## config.mk

```make
export PLATFORM = sky130hd
export DESIGN_NAME = mpcap_capture
export DESIGN_NICKNAME = d
export VERILOG_FILES = /design/src/mpcap_dummy_unused.sv /design/src/mpcap_pkg.sv /design/src/mpcap_capture.sv
export SDC_FILE = /design/constraint.sdc
export NUM_CORES = 1
export LEC_CHECK = 0
export CORE_ASPECT_RATIO = 2
export CORE_UTILIZATION = 55
export DETAILED_ROUTE_END_ITERATION = 8
export DONT_BUFFER_PORTS = 1
export GPL_ROUTABILITY_DRIVEN = 1
export HOLD_SLACK_MARGIN = 0.12
export PLACE_DENSITY = 0.72
export SYNTH_ARGS = -nofsm -noshare
export SYNTH_HDL_FRONTEND = slang
export SYNTH_SLANG_ARGS = --single-unit
export TNS_END_PERCENT = 100
```

## constraint.sdc

```tcl
create_clock -name i_clk -period 4.1 [get_ports i_clk]
set_input_delay 0.615 -clock i_clk [delete_from_list [all_inputs] [get_ports i_clk]]
set_output_delay 0.615 -clock i_clk [all_outputs]
set_load 0.03 [all_outputs]
```

## src/mpcap_dummy_unused.sv

```systemverilog
`timescale 1ns/10ps

```

## src/mpcap_pkg.sv

```systemverilog
package mpcap_pkg;

  // parameter addresses on the fieldbus, one per parameter, each read as a 32-bit word, only the edge select and command words writable
  localparam logic [15:0] ADDR_STATUS = 16'h0a02;
  localparam logic [15:0] ADDR_EDGE_A = 16'h0a04;
  localparam logic [15:0] ADDR_EDGE_B = 16'h0a06;
  localparam logic [15:0] ADDR_CMD_A  = 16'h0a08;
  localparam logic [15:0] ADDR_CMD_B  = 16'h0a0a;
  localparam logic [15:0] ADDR_CNT_A  = 16'h0a2e;
  localparam logic [15:0] ADDR_POS_A  = 16'h0a30;
  localparam logic [15:0] ADDR_CNT_B  = 16'h0a32;
  localparam logic [15:0] ADDR_POS_B  = 16'h0a34;

  // start/stop command values
  localparam logic [31:0] CMD_STOP = 32'h0000_0000;
  localparam logic [31:0] CMD_ONCE = 32'h0000_0001;
  localparam logic [31:0] CMD_CONT = 32'h0000_0002;
  localparam logic [31:0] CMD_MAX  = 32'h0000_0004;

  // edge select values
  localparam logic [1:0]  EDGE_FALL  = 2'h0;
  localparam logic [1:0]  EDGE_RISE  = 2'h1;
  localparam logic [1:0]  EDGE_BOTH  = 2'h2;
  localparam logic [31:0] EDGE_MAX_A = 32'h0000_0002;
  localparam logic [31:0] EDGE_MAX_B = 32'h0000_0001;

  // status word bit positions
  localparam int STAT_BIT_A = 0;
  localparam int STAT_BIT_B = 1;

  // reset values
  localparam logic [1:0]  RST_EDGE   = 2'h0;
  localparam logic [15:0] RST_COUNT  = 16'h0000;
  localparam logic [31:0] RST_POS    = 32'h0000_0000;
  localparam logic [1:0]  RST_STATUS = 2'h0;

  typedef enum logic [1:0] {
    MPCAP_IDLE,
    MPCAP_ONCE,
    MPCAP_CONT
  } mpcap_mode_e;

  typedef struct packed {
    logic        rd;
    logic        wr;
    logic [15:0] addr;
    logic [31:0] wdata;
  } mpcap_req_s;

  typedef struct packed {
    mpcap_mode_e mode;
    logic [1:0]  edge_sel;
    logic [1:0]  sync;
    logic        prev;
    logic [15:0] count;
    logic [31:0] raw_pos;
    logic [31:0] read_pos;
  } mpcap_chan_s;

  typedef struct packed {
    mpcap_chan_s [1:0] chan;
    logic [1:0]        status;
    logic [31:0]       rdata;
    logic              ack;
  } mpcap_state_s;

endpackage

```

## src/mpcap_capture.sv

```systemverilog
`timescale 1ns/10ps

module mpcap_capture #(
  parameter int NUM_CHANNELS = 2
) (
  // clock and reset
  input  wire logic                 i_clk,
  input  wire logic                 i_reset_n,
  // parameter access
  input  wire mpcap_pkg::mpcap_req_s i_req,
  output logic [31:0]               o_rdata,
  output logic                      o_ack,
  // motion control
  input  wire logic [31:0]          i_position,
  input  wire logic                 i_pos_set,
  input  wire logic [31:0]          i_pos_delta,
  // capture pins
  input  wire logic                 i_trigger_a,
  input  wire logic                 i_trigger_b,
  // status
  output logic [1:0]                o_status
);

  if (NUM_CHANNELS < 1 || NUM_CHANNELS > 2)
  begin : g_bad_channels
    $error("mpcap_capture: NUM_CHANNELS must be 1 or 2");
  end

  mpcap_pkg::mpcap_state_s q;
  mpcap_pkg::mpcap_state_s n;

  logic [1:0]  trig;
  logic [1:0]  wr_cmd;
  logic [1:0]  activate;
  logic [1:0]  wr_edge;
  logic [1:0]  rd_cnt;
  logic [1:0]  qualify;
  logic [1:0]  strobe;
  logic [1:0]  armed;

  assign trig = {i_trigger_b, i_trigger_a};

  for (genvar i = 0; i < 2; i++)
  begin : g_dec
    localparam logic        PRESENT  = (i < NUM_CHANNELS);
    localparam logic [15:0] A_CMD    = (i == 0) ? mpcap_pkg::ADDR_CMD_A
                                                : mpcap_pkg::ADDR_CMD_B;
    localparam logic [15:0] A_EDGE   = (i == 0) ? mpcap_pkg::ADDR_EDGE_A
                                                : mpcap_pkg::ADDR_EDGE_B;
    localparam logic [15:0] A_CNT    = (i == 0) ? mpcap_pkg::ADDR_CNT_A
                                                : mpcap_pkg::ADDR_CNT_B;
    localparam logic [31:0] EDGE_MAX = (i == 0) ? mpcap_pkg::EDGE_MAX_A
                                                : mpcap_pkg::EDGE_MAX_B;
    // values above the maximum are refused, the old setting stays
    assign wr_cmd[i]   = PRESENT && i_req.wr && i_req.addr == A_CMD &&
                         i_req.wdata <= mpcap_pkg::CMD_MAX;
    assign activate[i] = wr_cmd[i] &&
                         (i_req.wdata == mpcap_pkg::CMD_ONCE ||
                          i_req.wdata == mpcap_pkg::CMD_CONT);
    assign wr_edge[i]  = PRESENT && i_req.wr && i_req.addr == A_EDGE &&
                         i_req.wdata <= EDGE_MAX;
    assign rd_cnt[i]   = PRESENT && i_req.rd && i_req.addr == A_CNT;
    // edge on the second stage against its delayed copy
    always_comb
    begin
      unique case (q.chan[i].edge_sel)
        mpcap_pkg::EDGE_FALL: qualify[i] = q.chan[i].prev & ~q.chan[i].sync[1];
        mpcap_pkg::EDGE_RISE: qualify[i] = ~q.chan[i].prev & q.chan[i].sync[1];
        mpcap_pkg::EDGE_BOTH: qualify[i] = q.chan[i].prev ^ q.chan[i].sync[1];
        default:              qualify[i] = 1'b0;
      endcase
    end
    // a start written this cycle already arms the channel
    assign armed[i]  = wr_cmd[i] ? activate[i]
                                 : (q.chan[i].mode != mpcap_pkg::MPCAP_IDLE);
    assign strobe[i] = PRESENT && armed[i] && qualify[i];
  end

  always_comb
  begin
    n = q;
    n.ack = i_req.rd | i_req.wr;
    n.rdata = '0;
    for (int i = 0; i < 2; i++)
    begin
      n.chan[i].sync = {q.chan[i].sync[0], trig[i]};
      n.chan[i].prev = q.chan[i].sync[1];
      if (i_pos_set)
      begin
        // keep old captures valid in the new reference frame
        n.chan[i].raw_pos  = q.chan[i].raw_pos + i_pos_delta;
        n.chan[i].read_pos = q.chan[i].read_pos + i_pos_delta;
      end
      if (rd_cnt[i])
      begin
        n.chan[i].read_pos = n.chan[i].raw_pos;
      end
      if (wr_edge[i])
      begin
        n.chan[i].edge_sel = i_req.wdata[1:0];
      end
      if (wr_cmd[i])
      begin
        // reserved values 3 and 4 are accepted and act as cancel
        unique case (i_req.wdata)
          mpcap_pkg::CMD_ONCE: n.chan[i].mode = mpcap_pkg::MPCAP_ONCE;
          mpcap_pkg::CMD_CONT: n.chan[i].mode = mpcap_pkg::MPCAP_CONT;
          default:             n.chan[i].mode = mpcap_pkg::MPCAP_IDLE;
        endcase
      end
      if (activate[i])
      begin
        n.chan[i].count = mpcap_pkg::RST_COUNT;
        n.status[i] = 1'b0;
      end
      if (strobe[i])
      begin
        // capture after clears so a same-cycle event is never lost
        n.chan[i].raw_pos = i_position;
        n.chan[i].count = n.chan[i].count + 16'h0001;
        n.status[i] = 1'b1;
        if (n.chan[i].mode == mpcap_pkg::MPCAP_ONCE)
        begin
          n.chan[i].mode = mpcap_pkg::MPCAP_IDLE;
        end
      end
    end
    if (i_req.rd)
    begin
      unique case (i_req.addr)
        mpcap_pkg::ADDR_STATUS: n.rdata = {30'h0, q.status};
        mpcap_pkg::ADDR_EDGE_A: n.rdata = {30'h0, q.chan[0].edge_sel};
        mpcap_pkg::ADDR_EDGE_B: n.rdata = {30'h0, q.chan[1].edge_sel};
        mpcap_pkg::ADDR_CMD_A:  n.rdata = {30'h0, q.chan[0].mode};
        mpcap_pkg::ADDR_CMD_B:  n.rdata = {30'h0, q.chan[1].mode};
        mpcap_pkg::ADDR_CNT_A:  n.rdata = {16'h0, q.chan[0].count};
        mpcap_pkg::ADDR_POS_A:  n.rdata = q.chan[0].read_pos;
        mpcap_pkg::ADDR_CNT_B:  n.rdata = {16'h0, q.chan[1].count};
        mpcap_pkg::ADDR_POS_B:  n.rdata = q.chan[1].read_pos;
        default:                n.rdata = '0;
      endcase
    end
  end

  always_ff @(posedge i_clk or negedge i_reset_n)
  begin
    if (!i_reset_n)
    begin
      for (int i = 0; i < 2; i++)
      begin
        q.chan[i].mode     <= mpcap_pkg::MPCAP_IDLE;
        q.chan[i].edge_sel <= mpcap_pkg::RST_EDGE;
        q.chan[i].sync     <= 2'h0;
        q.chan[i].prev     <= 1'b0;
        q.chan[i].count    <= mpcap_pkg::RST_COUNT;
        q.chan[i].raw_pos  <= mpcap_pkg::RST_POS;
        q.chan[i].read_pos <= mpcap_pkg::RST_POS;
      end
      q.status <= mpcap_pkg::RST_STATUS;
      q.rdata  <= 32'h0000_0000;
      q.ack    <= 1'b0;
    end
    else
    begin
      q <= n;
    end
  end

  assign o_rdata  = q.rdata;
  assign o_ack    = q.ack;
  assign o_status = q.status;

  for (genvar i = 0; i < 2; i++)
  begin : g_chk

  end
endmodule

```

==> impl_metrics.csv <==
group,metric,value,unit
status,outcome,"finished with violations",
status,failed_checks,"negative hold slack, negative setup slack",
sta,fin_skew,0.0276,ns
synth,synth_area_leader_cell,"sky130_fd_sc_hd__dfrtp_1",
finish,multiInputGateArea,10500,um2
sta,post-route-min-period,4.10,ns
synth,share_of_the_synthesized_area_in_the_top_cell_type,31.7,%
finish,fin_cells,2181,
clock_tree,clock_path_buffers,3,
worst_setup_path,crit_path_end_kind,"flip-flop",
global_route,largest_net_degree_at_the_start_of_global_routing,210,
finish,area_growth_syn_to_layout,6.14,%
placed_design,place_inst,2139,
worst_setup_path,max_stage_delay_cell_worst_path,"sky130_fd_sc_hd__o21ai_0",
drt,detailed_routing_iteration_count_for_the_pre_antenna_repair_pass,6,
synth,yosys_warnings,0,
synth,ys_flop_type,"sky130_fd_sc_hd__dfrtp_1",
floorplan,core_area,29500,um2
drt,wl,58000,um
drt,wl_per_cell,26.6,um
synth,number_of_flops_mapped_to_enable_cells_by_yosys,0,
synth,synth.distinct_cells,97,
synth,synth-seq-area-share,31.7,%
synth,async_set_or_reset_register_ratio_after_synthesis,100,%
clock_tree,cts-buffers-inserted,22,
clock_tree,cts_tree,"built",
drt,drc_errors,0,
worst_setup_path,crit_arrival,4.56,ns
worst_setup_path,slowest_delay,0.96,ns
clock_tree,postCtsResizedCells,0,
global_route,globalRoute.totalOverflow,0,
job,drv_cap,0,
global_route,first_global_vias,15409,
floorplan,ioPinCount,154,
finish,diodes,0,
floorplan,die_width,124,um
placed_design,place.detailed.hpwl,43900,um
clock_tree,h-tree-depth,1,
floorplan,initial_standard_cell_utilization_of_the_core,55.8,%
sta,tightest_slew,1.26,ns
worst_hold_path,timing.hold.worst.class,"in -> async",
synth,synth_area_leaders,"sky130_fd_sc_hd__dfrtp_1 (32%), sky130_fd_sc_hd__ha_1 (9.9%), sky130_fd_sc_hd__a21oi_1 (5.9%)",
finish,final_nets,2054,
finish,layout.filler_cells,2609,
worst_setup_path,critPathLaunchType,"flip-flop",
worst_setup_path,r2r_start,"q[158]$_DFF_PN0_",
worst_setup_path,crit_path_start,"q[158]$_DFF_PN0_",
sta,finalHoldViolCount,209,
clock_tree,numClockSinks,209,
synth,synthesis.instances,1846,
sta,timing.final.max_slew_violations,0,
synth,synth_register_bits,209,
finish,sequential_cell_area,5230,um2
clock_tree,path_clk_slew,0.07,ns
power,peakVddDrop,0.000525,V
power,cellLeakagePower,7.69,nW
floorplan,number_of_cell_rows,89,
synth,mappedNetlistArea,16500,um2
sta,timing.final.ws_setup,-0.00237,ns
clock_tree,cts.root.buffer_cell,"sky130_fd_sc_hd__clkbuf_16",
sta,fmax,0.244,GHz
worst_setup_path,cp.required,4.55,ns
clock_tree,total_setup_buffers_inserted_after_cts,0,
sta,worst_hold_slack,-0.213,ns
placed_design,gpl.final_weighted_congestion,1.05,
worst_setup_path,worst_r2r_path_depth,11,
finish,fin_area,17500,um2
drt,detailedRoute.firstIterationViolations,948,
finish,layout_commonest_cell,"sky130_fd_sc_hd__dfrtp_1",
worst_setup_path,r2r_setup_slack,-0.002,ns
finish,layout.core_utilization,59.3,%
clock_tree,clock_latency,0.53,ns
synth,mappedNetlistNets,2099,
worst_setup_path,worst_setup_path_endpoint,"q[185]$_DFF_PN0_",
drt,final_antenna_net_count,0,
worst_setup_path,cp_cell_sequence,"ha_1 -> nor2_1 -> o21ai_0 -> nand2_1 -> o211ai_1 -> nand4_1 -> a21oi_1 -> xor2_1 -> nand2_1 -> xor2_1 -> o21ai_0",
global_route,gr-usage-all-layers,37.8,%
sta,timing.slew.headroom,15.3,%
worst_setup_path,rr_endpoint,"q[185]$_DFF_PN0_",
clock_tree,holdBufCountCts,2,
finish,layout_cells_sized_above_1,8.81,%
sta,final_min_period_over_clock_period,100,%
placed_design,io_buffers,0,
drt,route.vias.total,14781,
floorplan,die_area,30700,um2
power,powerDensity,773,nW/um2
sta,final-setup-viol-count,1,
sta,setup_repair_after_global_routing_missed_its_margin,"false",
drt,detail_route.vias_per_cell,6.78,
placed_design,placed_area,16700,um2
global_route,grt_antenna_before_repair,1,
global_route,grt_pass1_wl,87200,um
floorplan,die_y,247,um
synth,syn_avg_cell_area,8.93,um2
worst_setup_path,path_class,"reg -> reg",
worst_setup_path,critical_path_peak_fanout,4,
finish,most-common-layout-cells,"sky130_fd_sc_hd__dfrtp_1 (209), sky130_fd_sc_hd__a21oi_1 (194), sky130_fd_sc_hd__nor2_1 (164)",
==> state kept, by name, summed over array words and instances, names as in the netlist <==
signal	flops
n	4
o_ack	1
o_rdata	32
o_status	2
q	170
==> how the worst min path moves through the flow <==
stage	startpoint	to
after floorplan	i_reset_n	n[115]$_DFF_PN0_
after global placement	i_reset_n	o_rdata[9]$_DFF_PN0_
after detailed placement	i_reset_n	o_rdata[11]$_DFF_PN0_
after CTS	i_reset_n	o_rdata[13]$_DFF_PN0_
after global routing	i_reset_n	o_rdata[13]$_DFF_PN0_
final	i_reset_n	o_rdata[15]$_DFF_PN0_
==> worst max-delay path, delay by kind of cell (launching register included) <==
family	cells	cell delay, ns
adders and majority gates	1	0.37
DFF	1	0.42
xor gates and xnor gates	2	0.43
and+or+nand+nor	4	0.91
AOI/OAI and AO/OA	4	1.87
==> where the power goes <==
| part | switching [W] | internal, W |
|---|---|---|
| clock | 0.000900 | 0.00130 |
| sequential | 0.000669 | 0.00274 |
| combinational | 0.00444 | 0.00347 |
==> layout make-up <==
| class | instances | area share, % |
|---|---|---|
| clock inverters | 13 | 1.01 |
| repair buffers | 40 | 1.89 |
| inverters | 41 | 0.880 |
| multi-input cells | 1487 | 60.3 |
| well taps | 364 | 2.60 |
| clock buffers | 27 | 3.43 |
| flip-flops and latches | 209 | 29.9 |
==> logic make-up (layout without fill, tap and decap cells) <==
family	Yosys count	in the layout	synth area share, %
AND/OR/NAND/NOR	542	542	16.0
XOR/XNOR	128	128	6.80
AO/OA/AOI/OAI	601	601	24.0
multiplexers	82	82	6.53
buffers and inverters	150	121	4.51
flip-flops	209	209	31.7
adder cells (fa/ha/maj)	134	134	10.4
==> through the flow <==
step / worst slack [ns] / power, W / TNS (ns)
after floorplan: 0.766 / 0.00907 / 0
after detailed placement: 0.292 / 0.0111 / 0
final: -0.00237 / 0.0135 / -0.00237
after CTS: 0.515 / 0.0133 / 0
after global placement: 0.331 / 0.0109 / 0
after global routing: 0.00393 / 0.0144 / 0
==> cell usage after synthesis (7+ instances only) <==
library cell	count
sky130_fd_sc_hd__buf_4	34
sky130_fd_sc_hd__o21ai_0	95
sky130_fd_sc_hd__inv_1	40
sky130_fd_sc_hd__dfrtp_1	209
sky130_fd_sc_hd__and3_1	23
sky130_fd_sc_hd__mux2_2	14
sky130_fd_sc_hd__or2_2	7
sky130_fd_sc_hd__nor4_1	16
sky130_fd_sc_hd__or3_1	12
sky130_fd_sc_hd__a21oi_1	194
sky130_fd_sc_hd__o211ai_1	20
sky130_fd_sc_hd__nand4_1	14
sky130_fd_sc_hd__a22oi_1	26
sky130_fd_sc_hd__a31oi_1	21
sky130_fd_sc_hd__a211oi_1	43
sky130_fd_sc_hd__buf_2	10
sky130_fd_sc_hd__ha_1	130
sky130_fd_sc_hd__o21bai_1	11
sky130_fd_sc_hd__nor2_1	165
sky130_fd_sc_hd__and2_1	13
sky130_fd_sc_hd__nand2b_1	14
sky130_fd_sc_hd__mux2i_1	49
sky130_fd_sc_hd__nor3_1	19
sky130_fd_sc_hd__clkbuf_1	49
sky130_fd_sc_hd__nor2b_1	32
sky130_fd_sc_hd__a222oi_1	18
sky130_fd_sc_hd__buf_1	12
sky130_fd_sc_hd__nand3_1	37
sky130_fd_sc_hd__nand2_1	159
sky130_fd_sc_hd__xor2_1	50
sky130_fd_sc_hd__o21a_1	25
sky130_fd_sc_hd__a21o_1	61
sky130_fd_sc_hd__xnor2_1	78
sky130_fd_sc_hd__mux4_2	19
==> metal layers <==
metal	track usage, %	up-vias	routed length [um]
met1	34.3	7067	18100
met2	67.0	685	28900
met5	0	-	9
met4	41.4	2	7330
li1	-	6720	-
met3	7.07	307	3530
Note: power is estimated with default switching activity, not from simulation.
